### config.mk
export PLATFORM = sky130hd
export DESIGN_NAME = smic_top
export DESIGN_NICKNAME = d
export VERILOG_FILES = /design/src/inc/smic_pkg.sv /design/src/rtl/smic_pwm.sv /design/src/rtl/smic_top.sv
export SDC_FILE = /design/constraint.sdc
export NUM_CORES = 1
export LEC_CHECK = 0
export ABC_AREA = 1
export BUFFER_PORTS_ARGS = -buffer_cell sky130_fd_sc_hd__buf_4
export CORE_MARGIN = 3
export CORE_UTILIZATION = 45
export CTS_BUF_LIST = sky130_fd_sc_hd__clkbuf_16
export CTS_CLUSTER_SIZE = 16
export DETAILED_ROUTE_END_ITERATION = 8
export PLACE_DENSITY = 0.6
export SLEW_MARGIN = 20
export SYNTH_ARGS = -nofsm -noshare
export SYNTH_HDL_FRONTEND = slang
export SYNTH_SLANG_ARGS = --single-unit
### constraint.sdc
create_clock -name i_clk -period 7 [get_ports i_clk]
set_input_delay 1.05 -clock i_clk [delete_from_list [all_inputs] [get_ports i_clk]]
set_output_delay 1.05 -clock i_clk [all_outputs]
set_load 0.05 [all_outputs]
### src/inc/smic_pkg.sv
package smic_pkg;
    // apb carrier
    typedef struct packed {
        logic        psel;
        logic        penable;
        logic        pwrite;
        logic [7:0]  paddr;
        logic [31:0] pwdata;
    } smic_apb_req_t;
    typedef struct packed {
        logic        pready;
        logic        pslverr;
        logic [31:0] prdata;
    } smic_apb_rsp_t;

    // register byte addresses
    localparam logic [7:0] ADDR_MODE     = 8'h00;
    localparam logic [7:0] ADDR_CONFIG   = 8'h04;
    localparam logic [7:0] ADDR_PRESCALE = 8'h08;
    localparam logic [7:0] ADDR_TIMER    = 8'h0C;
    localparam logic [7:0] ADDR_STATUS   = 8'h10;
    localparam logic [7:0] ADDR_MASK     = 8'h14;
    localparam logic [7:0] ADDR_TEMP     = 8'h18;
    localparam logic [7:0] ADDR_INDEX    = 8'h1C;
    localparam logic [7:0] ADDR_ACCUM    = 8'h20;
    localparam logic [7:0] ADDR_CONV     = 8'h24;

    // mode register fields
    localparam int unsigned MODE_W            = 8;
    localparam int unsigned MB_SYNTH_IRQ_EN   = 0;
    localparam int unsigned MB_PRED_SYNTH     = 1;
    localparam int unsigned MB_SAMPLE_MODE    = 2;
    localparam int unsigned MB_TIMER_IRQ_EN   = 3;
    localparam int unsigned MB_EXT_SPEECH_MEM = 4;
    // config register fields
    localparam int unsigned CB_RATE_SLOW = 0;
    localparam int unsigned CB_RES9      = 1;
    // status and mask fields
    localparam int unsigned IRQ_W       = 3;
    localparam int unsigned SB_SYNTH    = 0;
    localparam int unsigned SB_TIMER    = 1;
    localparam int unsigned SB_EXT      = 2;

    localparam int unsigned TEMP_W   = 14;
    localparam int unsigned INDEX_W  = 8;
    localparam int unsigned ACCUM_W  = 14;
    localparam int unsigned CONV_W   = 10;
    localparam int unsigned TIMER_W  = 8;
    localparam int unsigned PERIOD_W = 13;

    localparam logic [MODE_W-1:0]  MODE_RESET  = 8'h00;
    localparam logic [TIMER_W-1:0] TIMER_MAX   = 8'hFF;

    // timing
    localparam int unsigned CLK_HZ       = 100_000_000;
    localparam int unsigned RATE_FAST_HZ = 20_000;
    localparam int unsigned RATE_SLOW_HZ = 16_000;

    typedef struct packed {
        smic_apb_rsp_t        rsp;
        logic [MODE_W-1:0]    mode;
        logic [1:0]           cfg;
        logic [TIMER_W-1:0]   prescale;
        logic [TIMER_W-1:0]   pre_cnt;
        logic [TIMER_W-1:0]   timer;
        logic [IRQ_W-1:0]     status;
        logic [IRQ_W-1:0]     mask;
        logic                 irq;
        logic [TEMP_W-1:0]    temp;
        logic [TEMP_W-1:0]    temp_save;
        logic [INDEX_W-1:0]   index;
        logic [ACCUM_W-1:0]   accum;
        logic [CONV_W-1:0]    conv;
        logic                 in_synth_isr;
        logic [1:0]           ext_sync;
        logic                 ext_last;
        logic                 phase;
        logic                 filter_req;
        logic                 take_synth;
        logic                 take_timer;
        logic                 synth_on;
    } smic_state_t;

    typedef struct packed {
        logic [PERIOD_W-1:0] cnt;
        logic [PERIOD_W-1:0] thresh;
        logic                pwm;
        logic                tick;
    } smic_pwm_state_t;
endpackage : smic_pkg

### src/rtl/smic_pwm.sv
`timescale 1ns/10ps
module smic_pwm (
    input  wire logic                            i_clk,
    input  wire logic                            i_reset,
    input  wire logic [smic_pkg::PERIOD_W-1:0]   i_period,
    input  wire logic [smic_pkg::CONV_W-1:0]     i_value,
    input  wire logic                            i_res9,
    output logic                                 o_pwm,
    output logic                                 o_sample_tick
);
    import smic_pkg::*;

    smic_pwm_state_t q;
    smic_pwm_state_t d;
    logic [CONV_W-1:0]            val;
    logic [PERIOD_W+CONV_W-1:0]   prod;

    // 9-bit resolution drops the lsb so the duty steps are coarser
    assign val  = i_res9 ? {i_value[CONV_W-1:1], 1'b0} : i_value;
    assign prod = (PERIOD_W+CONV_W)'(val) * (PERIOD_W+CONV_W)'(i_period);

    always_comb begin
        d = q;
        d.tick = 1'b0;
        if (q.cnt >= i_period - PERIOD_W'(1)) begin
            d.cnt    = '0;
            d.tick   = 1'b1;
            d.thresh = prod[PERIOD_W+CONV_W-1:CONV_W];
        end else begin
            d.cnt = q.cnt + PERIOD_W'(1);
        end
        d.pwm = (d.cnt < d.thresh);
    end

    always_ff @(posedge i_clk or posedge i_reset) begin
        if (i_reset) begin
            q <= '0;
        end else begin
            q <= d;
        end
    end

    assign o_pwm         = q.pwm;
    assign o_sample_tick = q.tick;
endmodule : smic_pwm

### src/rtl/smic_top.sv
// Behaviour
// - mode bit 0 enables synthesis interrupt
// - mode bit 3 enables timer interrupt
// - timer overflow raises timer interrupt
// - synthesis interrupt wins; four mode-selected sources
// - mode bit 1 switches predictive synthesis
// - mode bit 4 enables external speech memory
// - temp saved on synth entry, restored on return
// - swap temp with index or accumulator
// - pwm converter, two samples per filter value
// - sample mode loads converter directly while mode bit 1 is clear
// - external interrupt from port b pin one
// - mode register eight bits, write only
// - mode bit 2 selects sample mode
// - 8-bit prescaler divides clock for timer
// - both synth bits clear disables synthesizer
`timescale 1ns/10ps
module smic_top #(
    parameter int unsigned P_FAST_CYCLES = smic_pkg::CLK_HZ / smic_pkg::RATE_FAST_HZ,
    parameter int unsigned P_SLOW_CYCLES = smic_pkg::CLK_HZ / smic_pkg::RATE_SLOW_HZ
) (
    input  wire logic                           i_clk,
    input  wire logic                           i_reset,
    input  wire smic_pkg::smic_apb_req_t        i_apb,
    output smic_pkg::smic_apb_rsp_t             o_apb,
    input  wire logic                           i_port_b_pin_one,
    input  wire logic [3:0]                     i_synth_cond,
    input  wire logic                           i_irq_enter_synth,
    input  wire logic                           i_irq_enter_timer,
    input  wire logic                           i_return_from_interrupt_instr,
    input  wire logic                           i_swap_temp_index_instr,
    input  wire logic                           i_swap_temp_accum_instr,
    input  wire logic                           i_filter_valid,
    input  wire logic [smic_pkg::CONV_W-1:0]    i_filter_value,
    output logic                                o_take_synth_irq,
    output logic                                o_take_timer_irq,
    output logic                                o_irq,
    output logic                                o_predictive_synth_enable,
    output logic                                o_sample_mode,
    output logic                                o_ext_speech_mem_enable,
    output logic                                o_synth_enable,
    output logic                                o_filter_req,
    output logic                                o_pwm
);
    import smic_pkg::*;

    smic_state_t            q;
    smic_state_t            d;
    logic                   setup;
    logic                   access;
    logic                   wr;
    logic [7:0]             waddr;
    logic [31:0]            wdata;
    logic                   pre_zero;
    logic                   tim_ovf;
    logic                   ext_rise;
    logic                   synth_evt;
    logic                   sample_tick;
    logic [PERIOD_W-1:0]    period;

    localparam logic [PERIOD_W-1:0] FAST_P = PERIOD_W'(P_FAST_CYCLES);
    localparam logic [PERIOD_W-1:0] SLOW_P = PERIOD_W'(P_SLOW_CYCLES);

    ////////////////////////////////////////////////////////////////////////////
    // bus decode

    // pready rises the cycle after setup, so every access takes one wait-free
    // access phase and read data is already registered when it is sampled
    assign setup  = i_apb.psel & ~i_apb.penable;
    assign access = i_apb.psel & i_apb.penable & q.rsp.pready;
    assign wr     = access & i_apb.pwrite;
    assign waddr  = i_apb.paddr;
    assign wdata  = i_apb.pwdata;

    ////////////////////////////////////////////////////////////////////////////
    // events

    assign pre_zero  = (q.pre_cnt == '0);
    assign tim_ovf   = pre_zero & (q.timer == TIMER_MAX);
    assign ext_rise  = q.ext_sync[1] & ~q.ext_last;
    // the two synth mode bits pick which of the four sources fires
    assign synth_evt = i_synth_cond[{q.mode[MB_SAMPLE_MODE], q.mode[MB_PRED_SYNTH]}];
    assign period    = q.cfg[CB_RATE_SLOW] ? SLOW_P : FAST_P;

    ////////////////////////////////////////////////////////////////////////////
    // next state

    always_comb begin
        d = q;
        d.filter_req  = 1'b0;
        d.rsp.pready  = setup;
        d.rsp.pslverr = 1'b0;
        d.rsp.prdata  = '0;

        // read data captured in setup; mode reads as zero, it is write only
        if (setup & ~i_apb.pwrite) begin
            if (i_apb.paddr == ADDR_MODE) begin
                d.rsp.prdata = '0;
            end else if (i_apb.paddr == ADDR_CONFIG) begin
                d.rsp.prdata = 32'(q.cfg);
            end else if (i_apb.paddr == ADDR_PRESCALE) begin
                d.rsp.prdata = 32'(q.prescale);
            end else if (i_apb.paddr == ADDR_TIMER) begin
                d.rsp.prdata = 32'(q.timer);
            end else if (i_apb.paddr == ADDR_STATUS) begin
                d.rsp.prdata = 32'(q.status);
            end else if (i_apb.paddr == ADDR_MASK) begin
                d.rsp.prdata = 32'(q.mask);
            end else if (i_apb.paddr == ADDR_TEMP) begin
                d.rsp.prdata = 32'(q.temp);
            end else if (i_apb.paddr == ADDR_INDEX) begin
                d.rsp.prdata = 32'(q.index);
            end else if (i_apb.paddr == ADDR_ACCUM) begin
                d.rsp.prdata = 32'(q.accum);
            end else if (i_apb.paddr == ADDR_CONV) begin
                d.rsp.prdata = 32'(q.conv);
            end else begin
                d.rsp.pslverr = 1'b1;
            end
        end else if (setup) begin
            d.rsp.pslverr = (i_apb.paddr > ADDR_CONV) | (i_apb.paddr[1:0] != 2'b00);
        end

        // prescaler and timer
        if (pre_zero) begin
            d.pre_cnt = q.prescale;
            d.timer   = q.timer + TIMER_W'(1);
        end else begin
            d.pre_cnt = q.pre_cnt - TIMER_W'(1);
        end

        // external pin: two flops before anything looks at it
        d.ext_sync = {q.ext_sync[0], i_port_b_pin_one};
        d.ext_last = q.ext_sync[1];

        // register writes
        if (wr) begin
            if (waddr == ADDR_MODE) begin
                d.mode = wdata[MODE_W-1:0];
            end else if (waddr == ADDR_CONFIG) begin
                d.cfg = wdata[1:0];
            end else if (waddr == ADDR_PRESCALE) begin
                d.prescale = wdata[TIMER_W-1:0];
            end else if (waddr == ADDR_TIMER) begin
                d.timer = wdata[TIMER_W-1:0];
            end else if (waddr == ADDR_MASK) begin
                d.mask = wdata[IRQ_W-1:0];
            end else if (waddr == ADDR_TEMP) begin
                d.temp = wdata[TEMP_W-1:0];
            end else if (waddr == ADDR_INDEX) begin
                d.index = wdata[INDEX_W-1:0];
            end else if (waddr == ADDR_ACCUM) begin
                d.accum = wdata[ACCUM_W-1:0];
            end else if (waddr == ADDR_CONV && q.mode[MB_SAMPLE_MODE]
                         && !q.mode[MB_PRED_SYNTH]) begin
                d.conv = wdata[CONV_W-1:0];
            end
        end

        // sticky status: clears first, then sets, so a same-cycle event wins
        d.status = q.status;
        if (wr && waddr == ADDR_STATUS) begin
            d.status = q.status & ~wdata[IRQ_W-1:0];
        end
        if (i_irq_enter_synth) begin
            d.status[SB_SYNTH] = 1'b0;
        end
        if (i_irq_enter_timer) begin
            d.status[SB_TIMER] = 1'b0;
            d.status[SB_EXT]   = 1'b0;
        end
        if (synth_evt) begin
            d.status[SB_SYNTH] = 1'b1;
        end
        if (tim_ovf) begin
            d.status[SB_TIMER] = 1'b1;
        end
        if (ext_rise) begin
            d.status[SB_EXT] = 1'b1;
        end
        d.irq = |(d.status & d.mask);

        // temp register swaps, save and restore
        if (i_swap_temp_index_instr) begin
            d.temp  = TEMP_W'(q.index);
            d.index = q.temp[INDEX_W-1:0];
        end else if (i_swap_temp_accum_instr) begin
            d.temp  = q.accum;
            d.accum = q.temp;
        end
        if (i_irq_enter_synth) begin
            d.temp_save    = q.temp;
            d.in_synth_isr = 1'b1;
        end else if (i_return_from_interrupt_instr && q.in_synth_isr) begin
            d.temp         = q.temp_save;
            d.in_synth_isr = 1'b0;
        end

        // filter values feed the converter only while predictive synthesis (mode bit 1) is on;
        // each value is held for two converter samples
        if (q.mode[MB_PRED_SYNTH] && i_filter_valid) begin
            d.conv = i_filter_value;
        end
        if (sample_tick) begin
            d.phase      = ~q.phase;
            d.filter_req = q.phase & q.mode[MB_PRED_SYNTH];
        end

        // a pending source is only offered while its enable is set
        d.take_synth = q.status[SB_SYNTH] & q.mode[MB_SYNTH_IRQ_EN];
        d.take_timer = ~d.take_synth
                     & (q.status[SB_TIMER] | q.status[SB_EXT])
                     & q.mode[MB_TIMER_IRQ_EN];
        d.synth_on   = q.mode[MB_PRED_SYNTH] | q.mode[MB_SAMPLE_MODE];
    end

    always_ff @(posedge i_clk or posedge i_reset) begin
        if (i_reset) begin
            q      <= '0;
            q.mode <= MODE_RESET;
        end else begin
            q <= d;
        end
    end

    ////////////////////////////////////////////////////////////////////////////
    // converter

    smic_pwm u_pwm (
        .i_clk         (i_clk),
        .i_reset       (i_reset),
        .i_period      (period),
        .i_value       (q.conv),
        .i_res9        (q.cfg[CB_RES9]),
        .o_pwm         (o_pwm),
        .o_sample_tick (sample_tick)
    );

    assign o_apb                     = q.rsp;
    assign o_take_synth_irq          = q.take_synth;
    assign o_take_timer_irq          = q.take_timer;
    assign o_irq                     = q.irq;
    assign o_predictive_synth_enable = q.mode[MB_PRED_SYNTH];
    assign o_sample_mode             = q.mode[MB_SAMPLE_MODE];
    assign o_ext_speech_mem_enable   = q.mode[MB_EXT_SPEECH_MEM];
    assign o_synth_enable            = q.synth_on;
    assign o_filter_req              = q.filter_req;

    ////////////////////////////////////////////////////////////////////////////
    // assertions

    // interrupt offer, priority and flags
    a_synth_take_gate: assert property (@(posedge i_clk) disable iff (i_reset)
        o_take_synth_irq |-> $past(q.mode[MB_SYNTH_IRQ_EN]) && $past(q.status[SB_SYNTH]))
        else $error("synth interrupt offered while disabled or idle");

    a_held_off: assert property (@(posedge i_clk) disable iff (i_reset)
        !q.mode[MB_SYNTH_IRQ_EN] |=> !o_take_synth_irq)
        else $error("synth interrupt offered while its enable is clear");

    a_timer_take_gate: assert property (@(posedge i_clk) disable iff (i_reset)
        o_take_timer_irq |-> $past(q.mode[MB_TIMER_IRQ_EN]))
        else $error("timer interrupt offered while disabled");

    a_synth_priority: assert property (@(posedge i_clk) disable iff (i_reset)
        !(o_take_synth_irq && o_take_timer_irq))
        else $error("both interrupt levels offered");

    a_synth_flag: assert property (@(posedge i_clk) disable iff (i_reset)
        synth_evt |=> q.status[SB_SYNTH])
        else $error("selected synth source did not flag");

    a_timer_ovf_flag: assert property (@(posedge i_clk) disable iff (i_reset)
        (pre_zero && q.timer == TIMER_MAX && !(wr && waddr == ADDR_TIMER))
        |=> q.status[SB_TIMER] && q.timer == '0)
        else $error("timer overflow did not flag");

    a_prescale_hold: assert property (@(posedge i_clk) disable iff (i_reset)
        (!pre_zero && !(wr && waddr == ADDR_TIMER)) |=> $stable(q.timer))
        else $error("timer moved between prescaler ticks");

    a_ext_pin_flag: assert property (@(posedge i_clk) disable iff (i_reset)
        $rose(q.ext_sync[1]) |=> q.status[SB_EXT])
        else $error("external pin edge not flagged");

    // mode bits
    a_pred_enable: assert property (@(posedge i_clk) disable iff (i_reset)
        (wr && waddr == ADDR_MODE) |=> o_predictive_synth_enable == $past(wdata[1]))
        else $error("predictive enable did not follow mode write");

    a_sample_enable: assert property (@(posedge i_clk) disable iff (i_reset)
        (wr && waddr == ADDR_MODE) |=> o_sample_mode == $past(wdata[MB_SAMPLE_MODE]))
        else $error("sample mode did not follow mode write");

    a_ext_mem_enable: assert property (@(posedge i_clk) disable iff (i_reset)
        (wr && waddr == ADDR_MODE) |=> o_ext_speech_mem_enable == $past(wdata[4]))
        else $error("speech memory enable did not follow mode write");

    a_mode_readback: assert property (@(posedge i_clk) disable iff (i_reset)
        (setup && !i_apb.pwrite && i_apb.paddr == ADDR_MODE) |=> o_apb.prdata == '0)
        else $error("mode register read back nonzero");

    a_synth_off: assert property (@(posedge i_clk) disable iff (i_reset)
        (q.mode[2:1] == 2'b00) |=> !o_synth_enable)
        else $error("synthesizer on with both bits clear");

    // temp register
    a_temp_restore: assert property (@(posedge i_clk) disable iff (i_reset)
        (i_return_from_interrupt_instr && q.in_synth_isr && !i_irq_enter_synth)
        |=> q.temp == $past(q.temp_save) && !q.in_synth_isr)
        else $error("temp not restored on return");

    a_swap_index: assert property (@(posedge i_clk) disable iff (i_reset)
        (i_swap_temp_index_instr && !i_irq_enter_synth && !i_return_from_interrupt_instr)
        |=> q.index == $past(q.temp[INDEX_W-1:0]))
        else $error("index swap lost data");

    a_swap_accum: assert property (@(posedge i_clk) disable iff (i_reset)
        (i_swap_temp_accum_instr && !i_swap_temp_index_instr) |=> q.accum == $past(q.temp))
        else $error("accumulator swap lost data");

    // converter
    a_sample_direct: assert property (@(posedge i_clk) disable iff (i_reset)
        (wr && waddr == ADDR_CONV && q.mode[2:1] == 2'b10) |=> q.conv == $past(wdata[9:0]))
        else $error("sample write did not reach converter");

    a_conv_locked: assert property (@(posedge i_clk) disable iff (i_reset)
        (!i_filter_valid && !(wr && waddr == ADDR_CONV && q.mode[2:1] == 2'b10))
        |=> $stable(q.conv))
        else $error("converter changed without a load");

    a_filter_load: assert property (@(posedge i_clk) disable iff (i_reset)
        (q.mode[MB_PRED_SYNTH] && i_filter_valid) |=> q.conv == $past(i_filter_value))
        else $error("filter value did not reach converter");

    a_filter_pairs: assert property (@(posedge i_clk) disable iff (i_reset)
        o_filter_req |-> !q.phase)
        else $error("filter request not every second sample");

    c_synth_taken: cover property (@(posedge i_clk) disable iff (i_reset)
        o_take_synth_irq ##1 i_irq_enter_synth);
    c_timer_taken: cover property (@(posedge i_clk) disable iff (i_reset)
        o_take_timer_irq ##1 i_irq_enter_timer);
    c_filter_req: cover property (@(posedge i_clk) disable iff (i_reset) o_filter_req);
    c_temp_restore: cover property (@(posedge i_clk) disable iff (i_reset)
        i_return_from_interrupt_instr && q.in_synth_isr);
endmodule : smic_top

==> flow_metrics.py <==
metrics = {
    "power": {
        "ir_drop_uv": 133,
        "p_switching_mw": 0.727,
        "power_frac_comb_pct": 16.3,
        "pwr-share-seq_pct": 43.0,
        "clkPwrFrac_pct": 40.6,
        "internal_power_mw": 1.68,
        "power.leakage_nw": 6.91,
        "swShare_pct": 30.2,
        "power.density_nw_per_um2": 191,
    },
    "synthesis": {
        "post-synth-top-count-cell": "nand2_1",
        "synth_ff_type": "dfrtp_1",
        "synthTopCellsByCount": "nand2_1, inv_1, dfrtp_1",
        "synth_top_area_share_pct": 33.2,
        "synth_edf_count": 0,
        "syn_area_per_cell_sq_um": 7.62,
        "yosys.area.top_type": "dfrtp_1",
        "ys_seq_area_share_pct": 33.2,
        "ys_ff_latch": 151,
        "async_reset_ff_share_pct": 100,
        "syn_inst": 1491,
        "ys.warnings.count": 0,
        "synth.area.top_cells": "dfrtp_1, nand2_1, ha_1",
        "synthDistinctLibCells": 52,
        "syn-cell-area_sq_um": 11400,
    },
    "sta": {
        "worst_pin_slew_ns": 1.04,
        "clock.fmax_ghz": 0.167,
        "relSlewSlack_pct": 30.6,
        "rsz0062_at_grt": "false",
        "fin_crit_sh_pct": 85.4,
        "fin_skew_ns": 0.0127,
        "setup_viol": 0,
        "layout_setup_ws_ns": 1.02,
        "finalHoldViolations": 0,
        "finalSetupTns_ns": 0,
        "drv_slew": 0,
        "period_needed_ns": 5.98,
    },
    "final_layout": {
        "n_antenna_cell": 0,
        "final_cell_area_sq_um": 12600,
        "area_growth_pct": 11.0,
        "fin_nets": 1732,
        "drive_above_1_share_pct": 9.26,
    },
    "setup_path": {
        "critPathLaunchType": "register",
        "path_class": "register to register",
        "cpMostUsedCell": "inv_1",
        "critPathBufInv": 6,
        "cp_max_fo": 9,
        "arrival_ns": 6.31,
        "crit_slowest_cell": "fa_1",
        "endpoint_kind": "register",
        "worstPathRequired_ns": 7.33,
        "critPathTopFamily": "adder cells",
        "slowest_delay_ns": 0.53,
    },
    "global_route": {
        "antenna_found_initial": 1,
        "grt_pass1_wl_mm": 49.9,
        "grt_max_degree": 83,
        "grt_pass1_vias": 9467,
        "grt_overflow": 0,
        "grtUsageTotal_pct": 23.4,
    },
    "clock_tree": {
        "cts-htree-levels": 4,
        "insertion_delay_ns": 0.42,
        "ctsRootBufferMaster": "clkbuf_16",
        "clkTransAtPathRegs_ns": 0.07,
        "post_cts_resized": 0,
        "cts_tree": "built",
        "clk_path_buf_depth": 2,
        "cts_buffers": 17,
        "cts_setup_buffers": 0,
        "cts_hold_buffers": 0,
        "clock-sinks": 151,
    },
    "floorplan": {
        "coreArea_sq_um": 24600,
        "die_h_um": 165,
        "rows": 57,
        "start_util_pct": 46.2,
        "die_width_um": 165,
        "fp.dieArea_sq_um": 27200,
        "io_pins": 109,
    },
    "run_status": {
        "status": "completed",
    },
    "drt": {
        "wl_per_cell_um": 16.4,
        "postRouteAntennaNets": 0,
        "drc": 0,
        "drt_iter0_markers": 642,
        "drt-total-wl_mm": 30.6,
        "vias": 9766,
        "viasPerCell": 5.23,
        "first_pass_iters": 5,
    },
    "min_path": {
        "holdCritPathClass": "register to register",
    },
    "place": {
        "portBuffers": 72,
        "place_area_sq_um": 12000,
        "preCtsSetupSlack_ns": 1.06,
        "dp_hpwl_mm": 23.0,
        "place_congestion": 0.898,
    },
    "run": {
        "cap_violations": 0,
    },
}
-- kinds of logic (layout without fill, tap and decap cells) --
family	Yosys count	after routing	synth area share (%)
adder cells (fa/ha/maj)	133	133	17.4
AND/OR/NAND/NOR	650	650	24.7
buffers and inverters	297	332	11.2
XOR/XNOR	21	21	1.62
AO/OA/AOI/OAI	237	237	11.7
other	2	21	0.0661
flip-flops	151	151	33.2
-- path summary, 6_finish.rpt --
kind	endpoint	depth (start not counted)	from	slack, ns
hold / removal	d[5]	0	d[7]	0.35
min in group asynchronous	q[12]	2	i_reset	0.77
max in group asynchronous	o_apb[1]	3	i_reset	4.85
setup / recovery	u_pwm.o_pwm	28	q[11]	1.02
setup reg to reg	u_pwm.o_pwm	28	q[11]	1.02
hold reg to reg	d[5]	0	d[7]	0.35
-- per-stage QoR --
stage	cells	util (%)	total power, mW	hold WS (ns)
finish	1869	51.3	2.41	0.351
global route	1869	51.3	2.54	0.371
CTS	1869	51.3	2.43	0.356
detailed placement	1838	48.7	1.44	0.340
global placement	1838	48.7	1.44	0.332
floorplan	1510	-	1.33	0.331
-- cell type report --
type,count,area [sq um]
Tap cell,324,405
Clock inverter,14,193
Multi-Input combinational cell,1062,6380
Clock buffer,17,425
Fill cell,2459,12000
Inverter,224,846
Sequential cell,151,3780
Timing Repair Buffer,77,578
-- per-layer routing --
metal	up-vias	share of wire (%)	GRT usage, %
met2	253	48	39.4
met4	2	1.9	6.52
met5	-	0.036	0
li1	4854	-	-
met3	37	5.6	4.01
met1	4620	44	31.2
-- state kept, by name (all words and copies together), names as in the netlist --
register / count
q: 97
d: 2
o_take_timer_irq: 1
o_take_synth_irq: 1
u_pwm.o_sample_tick: 1
o_filter_req: 1
o_ext_speech_mem_enable: 1
o_apb: 16
u_pwm.o_pwm: 1
u_pwm.q: 26
o_synth_enable: 1
o_irq: 1
o_sample_mode: 1
o_predictive_synth_enable: 1
-- placed cells by master (no fill, tap or decap), types with 6 or more instances in the layout --
cell type / n
a22oi_1: 7
o22ai_1: 7
o211ai_1: 11
a21oi_1: 62
or2_2: 11
inv_1: 218
o21ai_0: 109
nor3_1: 11
conb_1: 21
nand2_1: 371
fa_1: 42
inv_6: 6
ha_1: 91
clkbuf_16: 17
nor2_1: 95
xor2_1: 13
dfrtp_1: 151
xnor2_1: 8
o21ai_1: 12
buf_4: 77
nand3_1: 113
nand4_1: 21
nor2_2: 6
-- power groups by stage --
stage / Sequential [mW] / Combinational [mW] / Clock (mW)
finish: 1.04 / 0.393 / 0.978
global route: 1.05 / 0.456 / 1.03
CTS: 1.03 / 0.398 / 0.998
detailed placement: 1.05 / 0.395 / 0
global placement: 1.05 / 0.388 / 0
floorplan: 1.03 / 0.299 / 0
Note: power is estimated with default switching activity, not from simulation.
